File: config.mk
export PLATFORM = sky130hd
export DESIGN_NAME = crf_formatter
export DESIGN_NICKNAME = d
export VERILOG_FILES = /design/src/hw/crf_pkg.sv /design/src/hw/crf_fifo.sv /design/src/hw/crf_formatter.sv
export VERILOG_INCLUDE_DIRS = /design/src /design/src/hw
export SDC_FILE = /design/constraint.sdc
export NUM_CORES = 1
export LEC_CHECK = 0
export BUFFER_PORTS_ARGS = -buffer_cell sky130_fd_sc_hd__buf_2
export CORE_ASPECT_RATIO = 1.75
export CORE_MARGIN = 5
export CORE_UTILIZATION = 25
export CTS_CLUSTER_SIZE = 40
export DETAILED_ROUTE_END_ITERATION = 10
export SLEW_MARGIN = 15
export SYNTH_ARGS = -nofsm -noshare
export SYNTH_HDL_FRONTEND = slang
export SYNTH_HIERARCHICAL = 1
export SYNTH_SLANG_ARGS = --single-unit
File: constraint.sdc
create_clock -name CLOCK -period 13.2 [get_ports CLOCK]
set_input_delay 0.66 -clock CLOCK [delete_from_list [all_inputs] [get_ports CLOCK]]
set_output_delay 0.66 -clock CLOCK [all_outputs]
set_load 0.01 [all_outputs]
File: src/hw/crf_defs.svh
// Constants of the capture record formatter
`ifndef CRF_DEFS_SVH
`define CRF_DEFS_SVH

// ----------------------------------------------------------------------------
// Record layout
// ----------------------------------------------------------------------------
`define CRF_HDR_BYTES       16'h0010
`define CRF_ETH_EXTRA       16'h0002
`define CRF_OFFSET_BYTE     8'h00
`define CRF_PAD_BYTE        8'h00
`define CRF_TYPE_PLAIN      8'h02
`define CRF_TYPE_CLASSIFIED 8'h10
`define CRF_FLAGS_IFACE_LSB 0
`define CRF_FLAGS_CAPOFF    6'h00

// ----------------------------------------------------------------------------
// Loss counter, timestamp and FIFO depth
// ----------------------------------------------------------------------------
`define CRF_LOSS_RESET      16'h0000
`define CRF_LOSS_MAX        16'hffff
`define CRF_TS_FRAC_FULL    32
`define CRF_FIFO_DEPTH      8

`endif

File: src/hw/crf_pkg.sv
// Types shared by the capture record formatter
package crf_pkg;

  typedef enum logic [2:0] {
    CRF_IDLE = 3'b001,
    CRF_HDR  = 3'b010,
    CRF_BODY = 3'b100
  } crf_phase_t;

  // One host-bound word; lane 0 is the lowest byte address
  typedef struct packed {
    logic        last;
    logic [3:0]  keep;
    logic [31:0] data;
  } crf_word_t;

  typedef struct packed {
    crf_phase_t  st;
    logic [1:0]  hw;
    logic [63:0] ts;
    logic [15:0] rlen;
    logic [15:0] wlen;
    logic [15:0] loss;
    logic [15:0] colour;
    logic [1:0]  iface;
    logic        classed;
    logic [31:0] acc;
    logic [2:0]  cnt;
    logic [15:0] remaining;
    crf_word_t   out;
    logic        out_valid;
    logic        fresh;
    logic        frm_ready;
  } crf_state_t;

endpackage

File: src/hw/crf_fifo.sv
// Word FIFO between the record formatter and the host bus
`timescale 1ns/1ps
`default_nettype none

module crf_fifo #(
  parameter int WIDTH = 37,
  parameter int DEPTH = 8
) (
  input  wire logic             clk,       // Capture clock
  input  wire logic             rst,       // Async reset, high
  input  wire logic             in_valid,  // Word offered
  input  wire logic [WIDTH-1:0] in_data,   // Word in
  output logic                  in_ready,  // Room for a word
  output logic                  out_valid, // Output word held
  output logic      [WIDTH-1:0] out_data,  // Output word, registered
  input  wire logic             out_ready  // Sink takes the word
);
  localparam int AW = $clog2(DEPTH);

  typedef struct packed {
    logic [DEPTH-1:0][WIDTH-1:0] mem;
    logic [AW-1:0]               wp;
    logic [AW-1:0]               rp;
    logic [AW:0]                 count;
    logic                        ov;
    logic [WIDTH-1:0]            od;
  } fifo_state_t;

  fifo_state_t s;
  fifo_state_t next_s;
  logic        take_out;
  logic        put_in;
  logic        pop_mem;

  always_comb begin
    next_s   = s;
    in_ready = (s.count != (AW+1)'(DEPTH));
    put_in   = in_valid && in_ready;
    take_out = s.ov && out_ready;
    pop_mem  = (s.count != '0) && (!s.ov || take_out);
    if (take_out) begin
      next_s.ov = 1'b0;
    end
    // Output stage refills from memory so read data leave a register
    if (pop_mem) begin
      next_s.od = s.mem[s.rp];
      next_s.ov = 1'b1;
      next_s.rp = (s.rp == AW'(DEPTH-1)) ? '0 : s.rp + 1'b1;
    end
    if (put_in) begin
      next_s.mem[s.wp] = in_data;
      next_s.wp = (s.wp == AW'(DEPTH-1)) ? '0 : s.wp + 1'b1;
    end
    next_s.count = s.count + (AW+1)'(put_in) - (AW+1)'(pop_mem);
  end

  always_ff @(posedge clk or posedge rst) begin
    if (rst) begin
      s <= '0;
    end else begin
      s <= next_s;
    end
  end

  assign out_valid = s.ov;
  assign out_data  = s.od;
endmodule

`default_nettype wire

File: src/hw/crf_formatter.sv
// Capture record formatter: frames in, host-bound capture_record words out
//
// Summary of operation
// - Timestamp little-endian, other header fields big-endian.
// - Payload copied bytewise in arrival order.
// - Sixteen-byte generic header precedes record bytes.
// - Type 2 plain, 16 classified.
// - Flags carry interface and capture offset.
// - Record length counts whole record.
// - Saturating 16-bit count of dropped records.
// - Wire length reports line length.
// - Capture offset unused; consumer ignores it.
// - Offset and pad bytes align layer three.
// - Classified record carries colour instead of loss.
// - Hardware stamps arrival time at frame start.
// - Single 64-bit fixed-point seconds since epoch.
// - Upper word seconds, lower word fraction.
// - Unresolved fraction bits forced to zero.
`timescale 1ns/1ps
`default_nettype none
`include "crf_defs.svh"

module crf_formatter #(
  parameter int TS_FRAC_BITS = `CRF_TS_FRAC_FULL,
  parameter int FIFO_DEPTH   = `CRF_FIFO_DEPTH
) (
  input  wire logic        CLOCK,          // Capture clock, 100 MHz
  input  wire logic        RST,            // Async reset, high
  input  wire logic [63:0] TS_NOW,         // Disciplined time, fixed point
  input  wire logic        FRM_START,      // Pulse: new frame descriptor
  input  wire logic [15:0] FRM_LEN,        // Captured bytes, at least 1
  input  wire logic [15:0] FRM_WLEN,       // Length on the line
  input  wire logic [1:0]  FRM_IFACE,      // Receiving interface
  input  wire logic        FRM_CLASSIFIED, // Emit classified record
  input  wire logic [15:0] FRM_COLOUR,     // Classification colour
  input  wire logic        FRM_DROP,       // Pulse: record lost upstream
  input  wire logic        FRM_VALID,      // Payload byte offered
  input  wire logic [7:0]  FRM_DATA,       // Payload byte
  output logic             FRM_READY,      // Payload byte taken
  output logic             HOST_VALID,     // Word to host memory
  output logic [31:0]      HOST_DATA,      // Lane 0 = lowest address
  output logic [3:0]       HOST_KEEP,      // Valid byte lanes
  output logic             HOST_LAST,      // Last word of record
  input  wire logic        HOST_READY      // Host bus takes word
);
  // ----------------------------------------------------------------------------
  // Timestamp resolution mask
  // ----------------------------------------------------------------------------
  // Coarser stamp engines leave dead low bits; the mask zeroes them
  localparam logic [63:0] TS_MASK =
    ~((64'h1 << (`CRF_TS_FRAC_FULL - TS_FRAC_BITS)) - 64'h1);

  crf_pkg::crf_state_t s;
  crf_pkg::crf_state_t next_s;
  crf_pkg::crf_word_t  fifo_out;
  logic                fifo_ready;
  logic                fifo_valid;
  logic                drop;
  logic [7:0]          type_code;
  logic [7:0]          flags;
  logic [15:0]         fourth;
  logic [2:0]          fill;
  logic [31:0]         acc_new;

  // ----------------------------------------------------------------------------
  // Record builder
  // ----------------------------------------------------------------------------
  always_comb begin
    next_s        = s;
    next_s.fresh  = 1'b0;
    fill          = s.cnt + 3'h1;
    acc_new       = s.acc;
    // A start while busy refuses that frame, so it is a lost record
    // overload losses
    drop          = FRM_DROP || (FRM_START && s.st != crf_pkg::CRF_IDLE);
    type_code     = s.classed ? `CRF_TYPE_CLASSIFIED : `CRF_TYPE_PLAIN;
    flags         = {`CRF_FLAGS_CAPOFF, s.iface};
    fourth        = s.classed ? s.colour : s.loss;
    if (s.out_valid && fifo_ready) begin
      next_s.out_valid = 1'b0;
    end
    unique case (s.st)
      crf_pkg::CRF_IDLE: begin
        if (FRM_START) begin
          next_s.ts        = TS_NOW & TS_MASK;
          next_s.rlen      = 16'(`CRF_HDR_BYTES + `CRF_ETH_EXTRA + FRM_LEN);
          next_s.wlen      = FRM_WLEN;
          next_s.iface     = FRM_IFACE;
          next_s.classed   = FRM_CLASSIFIED;
          next_s.colour    = FRM_COLOUR;
          next_s.remaining = FRM_LEN;
          next_s.hw        = 2'h0;
          next_s.st        = crf_pkg::CRF_HDR;
        end
      end
      crf_pkg::CRF_HDR: begin
        // Each word waits for a free slot, so a stalled host loses nothing
        if (!next_s.out_valid) begin
          next_s.out_valid = 1'b1;
          next_s.fresh     = 1'b1;
          next_s.out.keep  = 4'hf;
          next_s.out.last  = 1'b0;
          next_s.hw        = s.hw + 2'h1;
          unique case (s.hw)
            2'h0: next_s.out.data = s.ts[31:0];
            2'h1: next_s.out.data = s.ts[63:32];
            // big-endian fields, first byte in lane 0
            2'h2: next_s.out.data = {s.rlen[7:0], s.rlen[15:8], flags, type_code};
            2'h3: begin
              next_s.out.data = {s.wlen[7:0], s.wlen[15:8], fourth[7:0], fourth[15:8]};
              if (!s.classed) begin
                next_s.loss = `CRF_LOSS_RESET;
              end
              // offset and pad occupy lanes 0 and 1
              next_s.acc = {16'h0000, `CRF_PAD_BYTE, `CRF_OFFSET_BYTE};
              next_s.cnt = 3'h2;
              next_s.st  = crf_pkg::CRF_BODY;
            end
          endcase
        end
      end
      crf_pkg::CRF_BODY: begin
        if (FRM_VALID && s.frm_ready) begin
          acc_new[{s.cnt[1:0], 3'b000} +: 8] = FRM_DATA;
          next_s.acc       = acc_new;
          next_s.cnt       = fill;
          next_s.remaining = s.remaining - 16'h1;
          // The last byte closes the record, mid-word or on a full word; KEEP marks the tail
          if (fill == 3'h4 || s.remaining == 16'h1) begin
            next_s.out.data  = acc_new;
            next_s.out.keep  = 4'(~(4'hf << fill));
            next_s.out.last  = (s.remaining == 16'h1);
            next_s.out_valid = 1'b1;
            next_s.fresh     = 1'b1;
            next_s.acc       = 32'h0;
            next_s.cnt       = 3'h0;
            if (s.remaining == 16'h1) begin
              next_s.st = crf_pkg::CRF_IDLE;
            end
          end
        end
      end
    endcase
    // saturating count; a loss in the clearing cycle survives
    if (drop && next_s.loss != `CRF_LOSS_MAX) begin
      next_s.loss = next_s.loss + 16'h1;
    end
    next_s.frm_ready = (next_s.st == crf_pkg::CRF_BODY) && !next_s.out_valid;
  end

  always_ff @(posedge CLOCK or posedge RST) begin
    if (RST) begin
      s      <= '0;
      s.st   <= crf_pkg::CRF_IDLE;
      s.loss <= `CRF_LOSS_RESET;
    end else begin
      s <= next_s;
    end
  end

  // ----------------------------------------------------------------------------
  // Host word buffer
  // ----------------------------------------------------------------------------
  // Host stalls back up into FRM_READY through the slot register
  // Eight FIFO words, output stage and slot give ten words of slack
  crf_fifo #(
    .WIDTH ($bits(crf_pkg::crf_word_t)),
    .DEPTH (FIFO_DEPTH)
  ) u_fifo (
    .clk       (CLOCK),
    .rst       (RST),
    .in_valid  (s.out_valid),
    .in_data   (s.out),
    .in_ready  (fifo_ready),
    .out_valid (fifo_valid),
    .out_data  (fifo_out),
    .out_ready (HOST_READY)
  );

  assign FRM_READY  = s.frm_ready;
  assign HOST_VALID = fifo_valid;
  assign HOST_DATA  = fifo_out.data;
  assign HOST_KEEP  = fifo_out.keep;
  assign HOST_LAST  = fifo_out.last;
endmodule

`default_nettype wire

==> out/summary.txt, run 1 <==
Status: complete, no violations
Post-synth top cells: 569 x dfrtp_1, 390 x nand2_1, 302 x mux2_2, 104 x o21ai_0, 93 x clkbuf_1
Worst Path Required: 13.74 ns
Yosys top cell area share: 0.5282
Slew Limit Fails: 0
Area post-placement: 28690 um2
Antenna viol nets, final: 0
Clock slew at reported path FFs: 0.07 ns
Clock insertion delay at the later pin of the skew report: 0.64 ns
HP Class: in -> async
Minimum clock period: 3.733 ns
Avg WL per Cell: 20.50 um
R2r endpoint: s[119]
Post-route clock skew: 0.02572 ns
Actual slew at the worst max-slew pin: 1.131 ns
#FFs+latches synth: 570
Reg-to-reg slack, setup: 9.47 ns
Sum Neg Setup Slack: 0 ns
Hold_ws: 0.2119 ns
Worst setup path category: reg -> reg
Final critical-path share of the clock period: 0.2828
Total CTS buffers: 54
Layout cells sized above 1: 0.2972
Ys flop type: dfrtp_1
Vias in the first global route: 18605
Leading area contributor after synthesis: dfrtp_1
Post-synth EDFFs: 0
Largest net degree at the start of global routing: 138
CP Capture Type: register
FP Rows: 159
Final Hold Viols: 0
Yosys warnings: 6
Top post-synthesis cells by area: dfrtp_1 53%, mux2_2 13%, nand2_1 5.4%
Cell variety after synth: 65
Number of remaining DRC errors: 0
CTS tree: built
Fmax achieved: 267.9 MHz
Final instance area: 30510 um2
Most numerous cell in the Yosys netlist: dfrtp_1
DRT Pass-1 Iters: 5
Area delta synth->final: 13.20%
Seq/Total Area, Yosys: 0.5292
Buffers on Ports: 167
Drt via density: 4.790
Chip height: 444.4 um
Syn Std Cell Area: 26950 um2
Antenna violations before repair: 11
FFs w/ async S/R, synth: 1.000
GPL Wtd Cong: 0.8257
Number of hold buffers added after cts: 0
Die ar.: 114700 um2
Initial cell density of the core: 0.2514
Grt ovf: 0
Power density cells: 219.1 nW/um2
Starting DRC count in detailed routing: 1000
Clk sinks: 570
CP Capture Point: s[119]
Post_cts resized: 0
Tot GR Track Use: 0.1304
Final count of negative-setup-slack endpoints: 0
Crit Path Max Fanout: 11
Synth Instances: 2293
Worst slew margin: 0.2458
IO Count: 168
Worst R2R Start: u_fifo/s[40]
Final #Nets: 2514
Worst Path Arrival: 4.27 ns
Synth Area per Inst: 11.76 um2
Crit. Startpoint: u_fifo/s[40]
Cell count of the worst reg-to-reg path: 13
Setup bufs post-CTS: 0
Vias: 18069
Detailed Place HPWL: 50410 um
Synthesized Nets: 2448
Critical Path Source Type: register
RSZ-0062 raised after global routing: false
Lkg Pwr: 13.96 nW
Max cap viols: 0
Core box area: 107200 um2
Worst IR drop on VDD: 0.1056 mV
CTS H-tree lvls: 2
Final WL: 77340 um
First-pass GRT wire length: 116800 um
Clk Tree Root Cell: clkbuf_16
CTS max path bufs: 3
Die W: 258.2 um
## per-layer routing
| metal | track usage | vias up | share of wire |
|---|---|---|---|
| li1 | - | 8308 | - |
| met1 | 0.1575 | 9162 | 0.41 |
| met2 | 0.2221 | 442 | 0.49 |
| met3 | 0.02776 | 145 | 0.052 |
| met4 | 0.06074 | 12 | 0.049 |
| met5 | 0 | - | 0.0010 |
## registers in the layout, summed over array words and instances, names as in the netlist
signal	count
u_fifo/s	306
u_fifo/out_valid	1
s	223
flags	2
u_fifo/out_data	37
FRM_READY	1
## cells by family (layout without fill, tap and decap cells)
group,after synthesis,after routing,synth area share
xor+xnor,18,18,0.005849
compound gates,402,402,0.1033
buf+inv,212,318,0.04516
flops,570,570,0.5292
mux,467,467,0.2041
simple gates,598,598,0.09994
other cells,0,5,0
fa+ha+maj,26,26,0.01235
## critical path: stages, from the launching register on
cell,delay (ns)
dfrtp_1,0.32
inv_1,0.07
ha_1,0.19
or3b_1,0.43
nand2b_1,0.22
and2_1,0.16
nand2_1,0.14
and2_1,0.23
ha_1,0.21
and3_1,0.21
and4_1,0.24
a21oi_1,0.42
or4b_2,0.63
a21oi_1,0.16
## power breakdown
part,switching (mW),total [mW],internal [mW]
combinational,1.21,2.34,1.13
sequential,0.474,2.76,2.29
clock,0.708,1.58,0.876
total,2.39,6.68,4.29
## placed cells by master, fill, tap and decap left out, drive strengths merged, types with 15 or more instances in the layout
cell type,count
a22o,52
clkinv,15
clkbuf,77
o31ai,42
ha,25
a221o,32
mux2i,75
nor2,63
a22oi,15
nor2b,35
nand3,16
inv,27
o21ai,104
a21oi,61
mux2,392
dfrtp,569
nand2,390
buf,195
a222oi,16
o22ai,38
## worst min path at each step
stage,slack [ns],depth (start not counted),end
CTS,0.19,3,s[99]
global placement,0.46,2,s[106]
detailed placement,0.46,2,s[104]
global route,0.21,3,s[130]
floorplan,0.44,2,s[100]
finish,0.21,2,s[104]
## layout make-up
cell class | instances | area (um2)
timing repair buffer | 195 | 1046
clock buffer | 77 | 1618
multi-input combinational | 1511 | 11550
antenna | 5 | 12.51
clock inverter | 19 | 190.2
tap | 1368 | 1712
inverter | 27 | 116.4
sequential | 570 | 14270
fill | 11056 | 76720
## stage by stage
step / power, mW / util / setup WS (ns) / cells
floorplan: 4.461 / - / 3.003 / 2293
global placement: 5.105 / 0.2676 / 9.423 / 3671
detailed placement: 5.156 / 0.2676 / 9.399 / 3671
CTS: 6.754 / 0.2844 / 9.486 / 3767
global route: 7.050 / 0.2845 / 9.238 / 3768
finish: 6.685 / 0.2845 / 9.467 / 3772
No activity file was read; power rests on OpenSTA's default activity.
==> run 2, diff against run 1 <==
- clock period: 13.2 -> 3.47 ns (I/O delays scaled with it)
==> out/summary.txt, run 2 (synthesis results as in run 1) <==
Buffers on Ports: 167 (unchanged)
Final instance area: 32100 um2 (+5.2%)
Commonest non-fill, non-tap cells in the layout: 568 x dfrtp_1, 390 x nand2_1, 302 x mux2_2
Number of remaining DRC errors: 0 (unchanged)
Final #Nets: 2672 (+6.3%)
Die W: 258.2 um (unchanged)
Setup slack after layout: 0.3862 ns (-9.081 ns)
Lkg Pwr: 14.65 nW (+5.0%)
Max reg flops: 306 (unchanged)
FP Rows: 159 (unchanged)
HP Class: in -> reg
Clk sinks: 570 (unchanged)
Tot GR Track Use: 0.1364 (+0.006042)
Vias: 18880 (+4.5%)
Fin cells: 3930 (+4.2%)
Detailed Place HPWL: 52320 um (+3.8%)
Final WL: 79630 um (+3.0%)
DRT Pass-1 Iters: 5 (unchanged)
CTS tree: built
Commonest non-fill, non-tap cell in the layout: dfrtp_1
Final critical-path share of the clock period: 0.8887 (+0.6059)
Crit Path Max Fanout: 6 (-5)
Area post-placement: 29150 um2 (+1.6%)
GPL Wtd Cong: 0.8568 (+3.8%)
First-pass GRT wire length: 123300 um (+5.6%)
Worst R2R Start: u_fifo/s[40]
Grt ovf: 0 (unchanged)
Placed cells: 3708 (+1.0%)
Critical Path Source Type: register
Clock slew at reported path FFs: 0.07 ns (about the same)
Starting DRC count in detailed routing: 1037 (+3.7%)
Max cap viols: 0 (unchanged)
Hold path start: FRM_DATA[6]
Cell count of the worst reg-to-reg path: 13 (unchanged)
Final Hold Viols: 0 (unchanged)
Core box area: 107200 um2 (unchanged)
Antenna viol nets, final: 0 (unchanged)
Final design utilization: 0.2994 (+0.01483)
Worst IR drop on VDD: 0.4087 mV (+290%)
Final count of negative-setup-slack endpoints: 0 (unchanged)
Die ar.: 114700 um2 (unchanged)
Actual slew at the worst max-slew pin: 1.084 ns (-0.04774 ns)
Slew Limit Fails: 0 (unchanged)
Status: complete, no violations
Worst Path Arrival: 3.65 ns (-0.62 ns)
CTS H-tree lvls: 2 (unchanged)
CP Capture Type: register
Final Power: 25.77 mW (+290%)
Largest net degree at the start of global routing: 94 (-32%)
IO Count: 168 (unchanged)
Fmax achieved: 324.3 MHz (+21%)
Layout cells sized above 1: 0.2878 (-0.009370)
Reg-to-reg slack, setup: 0.39 ns (-9.08 ns)
WHS Path Cells: 3
Clock insertion delay at the later pin of the skew report: 0.64 ns (about the same)
Initial cell density of the core: 0.2514 (unchanged)
Vias in the first global route: 19954 (+7.3%)
Avg WL per Cell: 20.26 um (-1.2%)
RSZ-0062 raised after global routing: false
Pre-CTS setup slack: 0.2257 ns (-9.173 ns)
Hold_ws: 0.04554 ns (-0.1664 ns)
Power density cells: 802.7 nW/um2 (+270%)
CTS max path bufs: 3 (unchanged)
Clk Tree Root Cell: clkbuf_16
Drt via density: 4.804 (+0.29%)
Antenna violations before repair: 10 (-1)
Minimum clock period: 3.084 ns (-0.6492 ns)
Reg with most FFs: u_fifo/s
Total CTS buffers: 53 (-1.9%)
Worst setup path category: reg -> reg
Setup bufs post-CTS: 0 (unchanged)
Worst Path Required: 4.04 ns (-9.70 ns)
# fillers: 10778 (-2.5%)
Sum Neg Setup Slack: 0 ns (unchanged)
Chip height: 444.4 um (unchanged)
R2r endpoint: s[119]
Area delta synth->final: 19.10%
Hold endpoint: s[73]
Worst slew margin: 0.2777 (+0.03183)
Post-route clock skew: 0.02670 ns (+0.0009820 ns)
==> run 2: critical path, stage by stage (launching register included) <==
cell and delay, ns:
dfrtp_1 0.32, inv_1 0.06, ha_1 0.19, or3b_1 0.18, nand2b_1 0.16, and2_1 0.17
nand2_1 0.14, and2_1 0.22, ha_1 0.21, and3_1 0.16, and4_1 0.22, a21oi_1 0.21
or4b_2 0.60, a21oi_1 0.17
==> run 2: where the power goes <==
part	switching (mW)	leakage (nW)	total [mW]	internal, mW
logic	4.80	6.52	9.42	4.62
registers	1.73	7.29	10.4	8.70
clock network	2.71	0.837	5.91	3.20
==> run 2: cell type report <==
type / instances / area, um2 / share of cell area
Clock inverter: 18 / 211.5 / 0.006587
Clock buffer: 77 / 1506 / 0.04693
Timing Repair Buffer: 354 / 2758 / 0.08590
Tap cell: 1368 / 1712 / 0.05332
Inverter: 27 / 108.9 / 0.003391
Sequential cell: 570 / 14270 / 0.4445
Multi-Input combinational cell: 1511 / 11520 / 0.3590
Antenna cell: 5 / 12.51 / 0.0003898
==> run 2: worst max-delay path by stage <==
stage	from	slack (ns)	cells after the start	end
final	u_fifo/s[40]	0.39	13	s[119]
after global routing	u_fifo/s[40]	0.15	13	s[116]
after CTS	u_fifo/s[40]	0.19	13	s[116]
after detailed placement	u_fifo/s[40]	0.23	13	s[120]
after global placement	u_fifo/s[40]	0.33	13	s[120]
after floorplan	RST	-1.31	1	u_fifo/out_data[0]
==> run 2: what timing repair did <==
| action | in CTS | in global routing |
|---|---|---|
| gates resized for setup | 0 | 1 |
| endpoints found under the setup margin | 0 | 9 |
| hold buffers | 122 | 0 |
| hold endpoints to repair | 198 | 0 |
==> run 2: metal layers <==
| layer | global-route usage | vias to the layer above | wire length (um) |
|---|---|---|---|
| met3 | 0.02322 | 142 | 3553 |
| met1 | 0.1638 | 9646 | 32720 |
| met2 | 0.2419 | 454 | 39900 |
| met5 | 0 | - | 33 |
| li1 | - | 8632 | - |
| met4 | 0.05534 | 6 | 3432 |
